==> src/hdl/dmp_pkg.sv <==
// Package: byte codes, defaults and widths for the print command parser.
// Assumes an 8-bit host data path and one 125 MHz clock.
`default_nettype none
package dmp_pkg;
   localparam logic [7:0] CODE_NUL = 8'h00;
   localparam logic [7:0] CODE_LF = 8'h0A;
   localparam logic [7:0] CODE_VT = 8'h0B;
   localparam logic [7:0] CODE_CR = 8'h0D;
   localparam logic [7:0] CODE_WIDE_ON = 8'h0E;
   localparam logic [7:0] CODE_COMP_ON = 8'h0F;
   localparam logic [7:0] CODE_SEL_ON = 8'h11;
   localparam logic [7:0] CODE_COMP_OFF = 8'h12;
   localparam logic [7:0] CODE_SEL_OFF = 8'h13;
   localparam logic [7:0] CODE_WIDE_OFF = 8'h14;
   localparam logic [7:0] CODE_CANCEL = 8'h18;
   localparam logic [7:0] CODE_ESC = 8'h1B;
   localparam logic [7:0] SEL_UNDERLINE = 8'h2D;
   localparam logic [7:0] SEL_PITCH_8TH = 8'h30;
   localparam logic [7:0] SEL_PITCH_7_72 = 8'h31;
   localparam logic [7:0] SEL_PITCH_APPLY = 8'h32;
   localparam logic [7:0] SEL_PITCH_216 = 8'h33;
   localparam logic [7:0] SEL_CHARSET_2 = 8'h36;
   localparam logic [7:0] SEL_CHARSET_1 = 8'h37;
   localparam logic [7:0] SEL_PE_IGNORE = 8'h38;
   localparam logic [7:0] SEL_PE_SENSE = 8'h39;
   localparam logic [7:0] SEL_HOME_HEAD = 8'h3C;
   localparam logic [7:0] SEL_PITCH_72 = 8'h41;
   localparam logic [7:0] SEL_VTABS = 8'h42;
   localparam logic [7:0] SEL_PAGE_LEN = 8'h43;
   localparam logic [7:0] SEL_HTABS = 8'h44;
   localparam logic [7:0] SEL_EMPH_ON = 8'h45;
   localparam logic [7:0] SEL_EMPH_OFF = 8'h46;
   localparam logic [7:0] SEL_DSTRIKE_ON = 8'h47;
   localparam logic [7:0] SEL_DSTRIKE_OFF = 8'h48;
   localparam logic [7:0] SEL_ONE_FEED = 8'h4A;
   localparam logic [7:0] SEL_GRAPHICS = 8'h4B;
   // Line pitch is kept in 1/216 inch units
   localparam logic [8:0] PITCH_SIXTH = 9'h024;
   localparam logic [8:0] PITCH_EIGHTH = 9'h01B;
   localparam logic [8:0] PITCH_7_72 = 9'h015;
   localparam logic [8:0] PITCH_72_SCALE = 9'h003;
   localparam logic [7:0] PITCH_72_MAX = 8'h55;
   localparam logic [8:0] DSTRIKE_STEP = 9'h001;
   localparam logic [6:0] PAGE_LEN_DEFAULT = 7'h42;
   localparam logic [6:0] PAGE_LEN_MAX = 7'h7F;
   localparam int VTAB_MAX = 64;
   localparam int HTAB_MAX = 112;
   localparam logic [7:0] HTAB_COL_MAX = 8'h50;
   localparam logic [7:0] HTAB_COL_MAX_COMP = 8'h84;
   localparam logic [9:0] GFX_MAX_BYTES = 10'h1E0;
   localparam logic [9:0] TEXT_DOTS = 10'h006;
   localparam int FIFO_DEPTH = 8;
   localparam int FIFO_WIDTH = 8;
   localparam real INIT_MIN_US = 50.0;
   localparam real CLK_MHZ = 125.0;
   localparam int INIT_MIN_CYC = int'(INIT_MIN_US * CLK_MHZ);
   typedef enum logic [3:0] {
      ST_DATA = 4'b0000,
      ST_SELECT = 4'b0001,
      ST_PARAM = 4'b0011,
      ST_LIST = 4'b0010,
      ST_GFX_LO = 4'b0110,
      ST_GFX_HI = 4'b0111,
      ST_GFX_DATA = 4'b0101
   } dmp_state_t;
endpackage
`default_nettype wire

==> src/hdl/dmp_fifo.sv <==
// Module: small synchronous FIFO with valid/ready on both sides.
// Assumes one clock and an active-low asynchronous reset.
`default_nettype none
module dmp_fifo #(
   parameter int WIDTH = 8,
   parameter int DEPTH = 8
) (
   input wire logic clk,
   input wire logic rst_n,
   input wire logic in_valid,
   output logic in_ready,
   input wire logic [WIDTH-1:0] in_data,
   output logic out_valid,
   input wire logic out_ready,
   output logic [WIDTH-1:0] out_data
);
   localparam int AW = $clog2(DEPTH);
   logic [WIDTH-1:0] mem [DEPTH];
   logic [AW-1:0] wr_ptr;
   logic [AW-1:0] rd_ptr;
   logic [AW:0] count;
   wire push = in_valid && in_ready;
   wire pop = out_valid && out_ready;
   assign in_ready = (count != (AW+1)'(DEPTH));
   assign out_valid = (count != '0);
   assign out_data = mem[rd_ptr];
   always_ff @(posedge clk or negedge rst_n)
   begin
      if (!rst_n)
      begin
         wr_ptr <= '0;
         rd_ptr <= '0;
         count <= '0;
      end
      else
      begin
         if (push)
            wr_ptr <= (wr_ptr == AW'(DEPTH-1)) ? '0 : wr_ptr + AW'(1);
         if (pop)
            rd_ptr <= (rd_ptr == AW'(DEPTH-1)) ? '0 : rd_ptr + AW'(1);
         if (push && !pop)
            count <= count + (AW+1)'(1);
         else if (pop && !push)
            count <= count - (AW+1)'(1);
      end
   end
   always_ff @(posedge clk)
   begin
      if (push)
         mem[wr_ptr] <= in_data;
   end
endmodule // dmp_fifo
`default_nettype wire

==> src/hdl/dmp_parser.sv <==
// Module: command parser of a dot-matrix printer fed by a parallel host port.
// Assumes host data/strobe/init/select pins are asynchronous; one 125 MHz clock.
// Notes on behaviour
// RULE_01: SO sets double width; CR, LF, DC4 clear
// RULE_02: SI sets compressed; DC2 clears it
// RULE_03: DC1/DC3 select/deselect unless override switch; DC3 needs select_input low, and no byte is taken while deselected
// RULE_04: CAN clears buffer, drops only double width
// RULE_05: ESC makes next byte a command selector
// RULE_06: ESC minus n sets underline on/off
// RULE_07: ESC 0 eighth inch, ESC 1 seven/72
// RULE_08: ESC 2 applies pending pitch, else sixth
// RULE_09: ESC A n stores pending n/72 pitch
// RULE_10: ESC 3 n sets pitch n/216 now
// RULE_11: ESC 6/7 picks charset; set 1 default
// RULE_12: ESC 8 ignores paper end; ESC 9 restores
// RULE_13: ESC less-than homes head for one line
// RULE_14: ESC B collects vertical tabs till NUL
// RULE_15: VT acts as LF without stops
// RULE_16: ESC C n sets page length, default 66
// RULE_17: ESC D stores ascending horizontal tab columns
// RULE_18: ESC E emphasized half speed; ESC F off
// RULE_19: ESC G double strike, ESC H off
// RULE_20: ESC J n gives one n/216 feed
// RULE_21: ESC K count bytes then graphics data
// RULE_22: Graphics byte is eight dots, text six; line_dots adds 1 per graphics byte and 6 per character
// RULE_23: Unknown selector dropped, state kept
// RULE_24: Host waits for accept pulse or busy
// RULE_25: Init low resets parser and buffer
// RULE_26: CR prints line; LF feeds one pitch
`default_nettype none
module dmp_parser
   import dmp_pkg::*;
(
   input wire logic clk,
   input wire logic rst_n,
   input wire logic [7:0] host_data,
   input wire logic host_strobe_n,
   input wire logic init_n,
   input wire logic select_input,
   input wire logic select_override_switch,
   input wire logic paper_end_sensor,
   output logic busy,
   output logic byte_accept_pulse,
   output logic selected,
   output logic paper_end,
   output logic mode_double_width,
   output logic mode_compressed,
   output logic mode_underline,
   output logic mode_emphasized,
   output logic mode_half_speed,
   output logic mode_double_strike,
   output logic [8:0] dstrike_step,
   output logic mode_charset_2,
   output logic [8:0] line_pitch,
   output logic [6:0] page_length,
   output logic home_head_pending,
   output logic [6:0] vtab_count,
   output logic [6:0] htab_count,
   output logic [7:0] tab_stop_value,
   output logic vtab_stop_write,
   output logic htab_stop_write,
   output logic buffer_clear,
   output logic print_line,
   output logic feed_pulse,
   output logic [8:0] feed_amount,
   output logic char_valid,
   output logic [7:0] char_data,
   output logic gfx_valid,
   output logic [7:0] gfx_data,
   output logic [9:0] line_dots
);
   logic rst_s1, rst_s2;
   logic [2:0] strobe_sync, init_sync, sel_sync;
   logic strobe_q, init_q, sel_q;
   logic [7:0] data_q;
   logic init_low, core_rst_n;
   int unsigned init_cnt;
   dmp_state_t state;
   logic [7:0] cmd;
   logic [9:0] gfx_left;
   logic [8:0] pending_pitch;
   logic pending_valid;
   logic [7:0] last_tab;
   logic [6:0] list_cnt;
   logic accepting, ignore_pe;
   // Reset release through two flops
   always_ff @(posedge clk or negedge rst_n)
      if (!rst_n)
         {rst_s2, rst_s1} <= 2'h0;
      else
         {rst_s2, rst_s1} <= {rst_s1, 1'b1};
   wire srst_n = rst_s2;
   // Strobe, init and select pins: three flops, change taken when stages two and three agree; host data one flop
   always_ff @(posedge clk or negedge srst_n)
   begin
      if (!srst_n)
      begin
         {strobe_sync, init_sync, sel_sync} <= 9'h1F8;
         {strobe_q, init_q, sel_q} <= 3'h6;
         data_q <= 8'h00;
      end
      else
      begin
         strobe_sync <= {strobe_sync[1:0], host_strobe_n};
         init_sync <= {init_sync[1:0], init_n};
         sel_sync <= {sel_sync[1:0], select_input};
         if (strobe_sync[1] == strobe_sync[2])
            strobe_q <= strobe_sync[2];
         if (init_sync[1] == init_sync[2])
            init_q <= init_sync[2];
         if (sel_sync[1] == sel_sync[2])
            sel_q <= sel_sync[2];
         data_q <= host_data;
      end
   end
   // Host data is stable around the strobe; capture on the falling edge
   wire strobe_fall = strobe_q && (strobe_sync[1] == strobe_sync[2]) && !strobe_sync[2];
   // Init low held for the minimum width resets the parser and buffer
   always_ff @(posedge clk or negedge srst_n)
   begin
      if (!srst_n)
      begin
         init_cnt <= 0;
         init_low <= 1'b0;
         core_rst_n <= 1'b0;
      end
      else
      begin
         init_cnt <= init_q ? 0 : ((init_cnt < INIT_MIN_CYC) ? init_cnt + 1 : init_cnt);
         init_low <= !init_q && (init_cnt >= INIT_MIN_CYC - 1); // [RULE_25]
         core_rst_n <= !init_low;
      end
   end
   wire pr_rst = init_low;
   wire fifo_in_ready;
   wire fifo_valid;
   wire [7:0] fifo_byte;
   wire take_in = strobe_fall && (accepting || select_override_switch); // [RULE_03]
   assign busy = !fifo_in_ready || !(accepting || select_override_switch);
   dmp_fifo #(.WIDTH(FIFO_WIDTH), .DEPTH(FIFO_DEPTH)) u_fifo (
      .clk(clk),
      .rst_n(srst_n),
      .in_valid(take_in),
      .in_ready(fifo_in_ready),
      .in_data(data_q),
      .out_valid(fifo_valid),
      .out_ready(1'b1),
      .out_data(fifo_byte)
   );
   // Byte decode
   wire b_ok = fifo_valid && !pr_rst;
   wire in_data_st = (state == ST_DATA);
   wire is_lf = in_data_st && (fifo_byte == CODE_LF);
   wire is_vt = in_data_st && (fifo_byte == CODE_VT);
   wire is_cr = in_data_st && (fifo_byte == CODE_CR);
   wire is_ctrl = in_data_st && (fifo_byte < 8'h20);
   wire vt_as_lf = is_vt && (vtab_count == 7'h00); // [RULE_15]
   wire sel_known = (fifo_byte == SEL_UNDERLINE) || (fifo_byte == SEL_PITCH_72)
      || (fifo_byte == SEL_PITCH_216) || (fifo_byte == SEL_PAGE_LEN)
      || (fifo_byte == SEL_ONE_FEED);
   wire sel_list = (fifo_byte == SEL_VTABS) || (fifo_byte == SEL_HTABS);
   wire [8:0] param9 = {1'b0, fifo_byte};
   wire [8:0] param72 = 9'(param9 * PITCH_72_SCALE);
   wire [9:0] gfx_total = (fifo_byte > 8'h01) ? GFX_MAX_BYTES : {fifo_byte[1:0], cmd};
   wire [7:0] col_max = mode_compressed ? HTAB_COL_MAX_COMP : HTAB_COL_MAX;
   wire cancel_hit = b_ok && in_data_st && (fifo_byte == CODE_CANCEL);
   // Init pulse resets all parser state through core_rst_n
   always_ff @(posedge clk or negedge core_rst_n)
   begin
      if (!core_rst_n)
      begin
         state <= ST_DATA; // [RULE_25]
         cmd <= 8'h00;
         gfx_left <= 10'h000;
         accepting <= 1'b1;
         {mode_double_width, mode_compressed, mode_underline} <= 3'h0;
         {mode_emphasized, mode_double_strike, mode_charset_2} <= 3'h0; // [RULE_11]
         {paper_end, ignore_pe, pending_valid, home_head_pending} <= 4'h0; // [RULE_12]
         line_pitch <= PITCH_SIXTH;
         pending_pitch <= PITCH_SIXTH;
         page_length <= PAGE_LEN_DEFAULT; // [RULE_16]
         {vtab_count, htab_count, list_cnt} <= 21'h0_0000; // [RULE_14]
         {last_tab, tab_stop_value, char_data, gfx_data} <= 32'h0000_0000;
         {vtab_stop_write, htab_stop_write, print_line} <= 3'h0;
         {feed_pulse, char_valid, gfx_valid} <= 3'h0;
         feed_amount <= 9'h000;
         line_dots <= 10'h000;
      end
      else
      begin
         {vtab_stop_write, htab_stop_write, print_line} <= 3'h0;
         {feed_pulse, char_valid, gfx_valid} <= 3'h0;
         paper_end <= paper_end_sensor && !ignore_pe;
         if (b_ok)
         begin
            case (state)
               ST_DATA:
               begin
                  if (is_cr || is_lf || vt_as_lf)
                  begin
                     mode_double_width <= 1'b0; // [RULE_01]
                     print_line <= 1'b1; // [RULE_26]
                     line_dots <= 10'h000;
                     home_head_pending <= 1'b0; // [RULE_13]
                     if (!is_cr)
                     begin
                        feed_pulse <= 1'b1; // [RULE_26]
                        feed_amount <= line_pitch;
                     end
                  end
                  else if (fifo_byte == CODE_WIDE_ON)
                     mode_double_width <= 1'b1; // [RULE_01]
                  else if (fifo_byte == CODE_WIDE_OFF)
                     mode_double_width <= 1'b0; // [RULE_01]
                  else if (fifo_byte == CODE_COMP_ON)
                     mode_compressed <= 1'b1; // [RULE_02]
                  else if (fifo_byte == CODE_COMP_OFF)
                     mode_compressed <= 1'b0; // [RULE_02]
                  else if (fifo_byte == CODE_SEL_ON && !select_override_switch)
                     accepting <= 1'b1; // [RULE_03]
                  else if (fifo_byte == CODE_SEL_OFF && !select_override_switch && !sel_q)
                     accepting <= 1'b0; // [RULE_03]
                  else if (fifo_byte == CODE_CANCEL)
                  begin
                     mode_double_width <= 1'b0; // [RULE_04]
                     line_dots <= 10'h000;
                  end
                  else if (fifo_byte == CODE_ESC)
                     state <= ST_SELECT; // [RULE_05]
                  else if (!is_ctrl)
                  begin
                     char_valid <= 1'b1;
                     char_data <= fifo_byte;
                     line_dots <= line_dots + TEXT_DOTS; // [RULE_22]
                  end
               end
               ST_SELECT:
               begin
                  cmd <= fifo_byte;
                  state <= ST_DATA;
                  list_cnt <= 7'h00;
                  last_tab <= 8'h00;
                  case (fifo_byte)
                     SEL_PITCH_8TH: line_pitch <= PITCH_EIGHTH; // [RULE_07]
                     SEL_PITCH_7_72: line_pitch <= PITCH_7_72; // [RULE_07]
                     SEL_PITCH_APPLY: line_pitch <= pending_valid ? pending_pitch
                        : PITCH_SIXTH; // [RULE_08]
                     SEL_CHARSET_2: mode_charset_2 <= 1'b1; // [RULE_11]
                     SEL_CHARSET_1: mode_charset_2 <= 1'b0; // [RULE_11]
                     SEL_PE_IGNORE: ignore_pe <= 1'b1; // [RULE_12]
                     SEL_PE_SENSE: ignore_pe <= 1'b0; // [RULE_12]
                     SEL_HOME_HEAD: home_head_pending <= 1'b1; // [RULE_13]
                     SEL_EMPH_ON: mode_emphasized <= 1'b1; // [RULE_18]
                     SEL_EMPH_OFF: mode_emphasized <= 1'b0; // [RULE_18]
                     SEL_DSTRIKE_ON: mode_double_strike <= 1'b1; // [RULE_19]
                     SEL_DSTRIKE_OFF: mode_double_strike <= 1'b0; // [RULE_19]
                     SEL_GRAPHICS: state <= ST_GFX_LO; // [RULE_21]
                     default:
                        if (sel_known)
                           state <= ST_PARAM;
                        else if (sel_list)
                           state <= ST_LIST; // [RULE_14] [RULE_17]
                        else
                           state <= ST_DATA; // [RULE_23]
                  endcase
               end
               ST_PARAM:
               begin
                  state <= ST_DATA;
                  case (cmd)
                     SEL_UNDERLINE:
                        if (fifo_byte == 8'h01)
                           mode_underline <= 1'b1; // [RULE_06]
                        else if (fifo_byte == 8'h00)
                           mode_underline <= 1'b0; // [RULE_06]
                     SEL_PITCH_72:
                        if (fifo_byte != 8'h00 && fifo_byte <= PITCH_72_MAX)
                        begin
                           pending_pitch <= param72; // [RULE_09]
                           pending_valid <= 1'b1;
                        end
                     SEL_PITCH_216:
                        if (fifo_byte != 8'h00)
                           line_pitch <= param9; // [RULE_10]
                     SEL_PAGE_LEN:
                        if (fifo_byte != 8'h00)
                           page_length <= (fifo_byte > {1'b0, PAGE_LEN_MAX}) ? PAGE_LEN_MAX
                              : fifo_byte[6:0]; // [RULE_16]
                     SEL_ONE_FEED:
                        if (fifo_byte != 8'h00)
                        begin
                           feed_pulse <= 1'b1; // [RULE_20]
                           feed_amount <= param9;
                        end
                     default: state <= ST_DATA;
                  endcase
               end
               ST_LIST:
               begin
                  if (fifo_byte == CODE_NUL)
                  begin
                     state <= ST_DATA;
                     if (cmd == SEL_VTABS)
                        vtab_count <= list_cnt; // [RULE_14]
                     else
                        htab_count <= list_cnt; // [RULE_17]
                  end
                  else if (fifo_byte > last_tab)
                  begin
                     last_tab <= fifo_byte;
                     tab_stop_value <= fifo_byte;
                     if (cmd == SEL_VTABS && list_cnt < 7'(VTAB_MAX))
                     begin
                        vtab_stop_write <= 1'b1; // [RULE_14]
                        list_cnt <= list_cnt + 7'h01;
                     end
                     else if (cmd == SEL_HTABS && list_cnt < 7'(HTAB_MAX)
                        && fifo_byte <= col_max)
                     begin
                        htab_stop_write <= 1'b1; // [RULE_17]
                        list_cnt <= list_cnt + 7'h01;
                     end
                  end
               end
               ST_GFX_LO:
               begin
                  cmd <= fifo_byte;
                  state <= ST_GFX_HI;
               end
               ST_GFX_HI:
               begin
                  gfx_left <= (gfx_total > GFX_MAX_BYTES) ? GFX_MAX_BYTES : gfx_total; // [RULE_21]
                  state <= (gfx_total == 10'h000) ? ST_DATA : ST_GFX_DATA;
               end
               ST_GFX_DATA:
               begin
                  gfx_valid <= 1'b1; // [RULE_22]
                  gfx_data <= fifo_byte;
                  line_dots <= line_dots + 10'h001;
                  gfx_left <= gfx_left - 10'h001;
                  if (gfx_left == 10'h001)
                     state <= ST_DATA; // [RULE_21]
               end
               default: state <= ST_DATA;
            endcase
         end
      end
   end
   // One accept pulse per byte taken; buffer clear on cancel or init
   always_ff @(posedge clk or negedge srst_n)
   begin
      if (!srst_n)
      begin
         byte_accept_pulse <= 1'b0;
         buffer_clear <= 1'b0;
      end
      else
      begin
         byte_accept_pulse <= take_in; // [RULE_24]
         buffer_clear <= cancel_hit || init_low; // [RULE_04] [RULE_25]
      end
   end
   assign selected = accepting || select_override_switch;
   assign mode_half_speed = mode_emphasized; // [RULE_18]
   assign dstrike_step = mode_double_strike ? DSTRIKE_STEP : 9'h000; // [RULE_19]
endmodule // dmp_parser
`default_nettype wire

==> config.mk <==
export PLATFORM = sky130hd
export DESIGN_NAME = dmp_parser
export DESIGN_NICKNAME = d
export VERILOG_FILES = /design/src/hdl/dmp_pkg.sv /design/src/hdl/dmp_fifo.sv /design/src/hdl/dmp_parser.sv
export SDC_FILE = /design/constraint.sdc
export NUM_CORES = 1
export LEC_CHECK = 0
export BUFFER_PORTS_ARGS = -buffer_cell sky130_fd_sc_hd__buf_2
export CAP_MARGIN = 20
export CELL_PAD_IN_SITES_DETAIL_PLACEMENT = 1
export CELL_PAD_IN_SITES_GLOBAL_PLACEMENT = 1
export CORE_UTILIZATION = 50
export CTS_CLUSTER_SIZE = 16
export DETAILED_ROUTE_END_ITERATION = 10
export GPL_TIMING_DRIVEN = 0
export HOLD_SLACK_MARGIN = 0.12
export PLACE_DENSITY = 0.88
export SLEW_MARGIN = 20
export SYNTH_ARGS = -nofsm -noshare
export SYNTH_HDL_FRONTEND = slang
export SYNTH_SLANG_ARGS = --single-unit
==> constraint.sdc <==
create_clock -name clk -period 12.2 [get_ports clk]
set_clock_uncertainty 0.15 [all_clocks]
set_input_delay 0.61 -clock clk [delete_from_list [all_inputs] [get_ports clk]]
set_output_delay 0.61 -clock clk [all_outputs]
set_load 0.02 [all_outputs]
==> results.ini <==
[outcome]
status=complete, no violations

[drt]
drt_pass1_iterations=4
wl_per_cell_um=21.9
routed_wl_um=35800
vias=9686
drcViolationCount=0
viasPerCell=5.94
drt-initial-drc-count=570
final_antenna_net_count=0

[placed_design]
place_congestion=0.910
portBuffers=107
dp.cells=1567
dp_hpwl_um=24700
place_ws_ps=6560

[power]
p_switching_mw=1.48
ir_drop_v=0.000139
comb_power_share=0.419
cellLeakagePower_nw=6.49
power_frac_clock=0.250
power.density_nw_per_um2=244
switching_share=0.414
internal_power_mw=2.10
seqPwrFrac=0.331

[floorplan]
row_count=57
die_y_um=160
dieWidth_um=160
dieArea_um2=25500
io_pins=116
core_um2=24400
start_util=0.510

[setup_path]
r2r_cells=15
slowest_stage=nor3_2
cp_cell_sequence=buf_2 > buf_1 > mux4_2 > mux2i_2 > buf_4 > inv_1 > ha_1 > nor4b_1 > and2_1 > a41oi_1 > clkbuf_1 > nand3_1 > nor3_2 > clkbuf_1 > a21oi_1
end_kind=flip-flop
reg2reg_from=u_fifo.rd_ptr[1]
path_common_cell=clkbuf_1
cp-start-kind=flip-flop
critical_path_arrival_ps=6020
crit_fanout=10
worstPathRequired_ps=12420
cp_slowest_stage_delay_ps=660
r2r_end=char_data[7]
path_class=reg -> reg
reg2reg_slack_ps=6400

[finish]
drive_above_1_share=0.205
syn_to_final_growth_pct=17.9
n_antenna_cell=0
finalCoreUtilization=0.602
nNetsFinal=1349
nFillCells=2616
instances_no_fill=1631

[synthesis]
ys_warn_count=0
ys_top_cells_by_count=188 x dfrtp_1, 113 x nor2_1, 91 x nand2_1
syn_area_per_cell_um2=11.1
synthDistinctLibCells=74
synth_edf_count=64
synth_top_area_frac=0.378
synthCells=1122
yosysMostFrequentCell=dfrtp_1
synth.largest_area_cell=dfrtp_1
synth_top_flop_cell=dfrtp_1
synth_area_leaders=dfrtp_1 38%, edfxtp_1 15%, ha_1 4.8%
synthArstFlopShare=0.760
seq_area_frac_synth=0.564
netlist_area_um2=12400
ys_seq_elements=267

[sta]
maxSlewHeadroom=0.330
max_freq_mhz=172
setup_viol=0
fin_crit_sh=0.475
whs_ps=107
rsz0062_at_grt=no
worst_slack_ps=6400
period_minus_slack_ps=5800
worst_slew_pin_slew_ps=985
slew_violations=0
hold_viol=0
fin_setup_tns_ps=0

[grt]
grt_pass1_vias=10500
met3_usage=0.0374
grt_usage=0.286
grt.overflow.total=0
grt_util_met2=0.509
grt_max_degree=54
grtUsageMet1=0.355
antenna_found_initial=0
grt-busiest-layer=met2
grt_first_pass_wirelength_um=57800

[clocking]
cts_tree=built
cts_max_path_buffers=3
cts_max_level=1
cts_sinks=267
cts_root_buffer=clkbuf_16
insertion_delay_ps=560
numCtsBuffers=28
path_clk_slew_ps=60

[run]
drv_cap=0

[hold_path]
hold_path.class=reg -> async

placed cells by master, fill, tap and decap left out, drive strengths merged, types with 17 or more instances in the layout:
cell type    n
ha          48
inv         40
buf        132
nand2       91
dfrtp      188
clkbuf      68
nor2b       27
nor3        32
o21ai       74
nand3       25
nand4       17
a21o        20
mux2        25
a21oi       89
edfxtp      64
nor2       113
worst max-delay path, delay by kind of cell, from the launching register on:
kind | cells | cell delay (ps)
simple gates | 4 | 1320
buf+inv | 6 | 2080
fa+ha+maj | 1 | 350
flops | 1 | 340
mux | 2 | 940
compound gates | 2 | 410
metal layers:
layer  share of wire  wire length (µm)
met5               0                 0
met4           0.033              1190
met3           0.040              1440
met2            0.53             18800
met1            0.40             14300
state kept, by name, summed over array words and instances (netlist names), 9 cells and up:
name	flops
feed_amount	9
gfx_left	10
init_cnt	32
u_fifo.mem	64
pending_pitch	9
line_dots	10
line_pitch	9
worst max-delay path by stage:
stage | end | from | cells after the start | slack, ps
floorplan | line_dots[9] | u_fifo.rd_ptr[0] | 14 | 7740
global placement | char_data[2] | u_fifo.rd_ptr[1] | 14 | 5770
detailed placement | char_data[7] | u_fifo.rd_ptr[1] | 15 | 6560
CTS | char_data[7] | u_fifo.rd_ptr[1] | 16 | 6500
global route | char_data[7] | u_fifo.rd_ptr[1] | 17 | 6190
finish | char_data[7] | u_fifo.rd_ptr[1] | 15 | 6400
power by group through the flow:
stage,clock [mW],combinational (mW),sequential [mW]
3_3_place_gp,0,1.32,1.19
6_report,0.893,1.50,1.19
2_1_floorplan,0,0.893,1.24
5_1_grt,0.937,1.61,1.20
3_5_place_dp,0,1.44,1.20
4_1_cts,0.905,1.48,1.18
per-stage QoR:
step / total power [mW] / cell area (µm²)
detailed placement: 2.64 / 13600
global placement: 2.51 / 13400
global route: 3.75 / 14700
CTS: 3.56 / 14700
finish: 3.58 / 14700
floorplan: 2.13 / 12500
cell families after synthesis:
logic type / after synthesis / share of synthesized area
xor+xnor: 20 / 0.0141
compound gates: 254 / 0.125
fa+ha+maj: 52 / 0.0523
buf+inv: 91 / 0.0317
simple gates: 384 / 0.151
mux: 52 / 0.0614
other cells: 2 / 0.000603
flops: 267 / 0.564
cell type report:
cell class	instances	area [µm²]	area share
Clock inverter	18	213	0.0145
Sequential cell	267	7030	0.479
Inverter	39	146	0.00998
Timing Repair Buffer	126	762	0.0519
Multi-Input combinational cell	771	5120	0.349
Clock buffer	34	754	0.0514
Buffer	52	248	0.0169
Tap cell	324	405	0.0276
timing repair:
item | 4_1_cts | 5_1_grt
hold buffers | 12 | 0
gates resized for setup | 0 | 0
buffers inserted | 0 | 0
endpoints found under the hold margin | 13 | 0
Power figures use the tool's default switching activity.
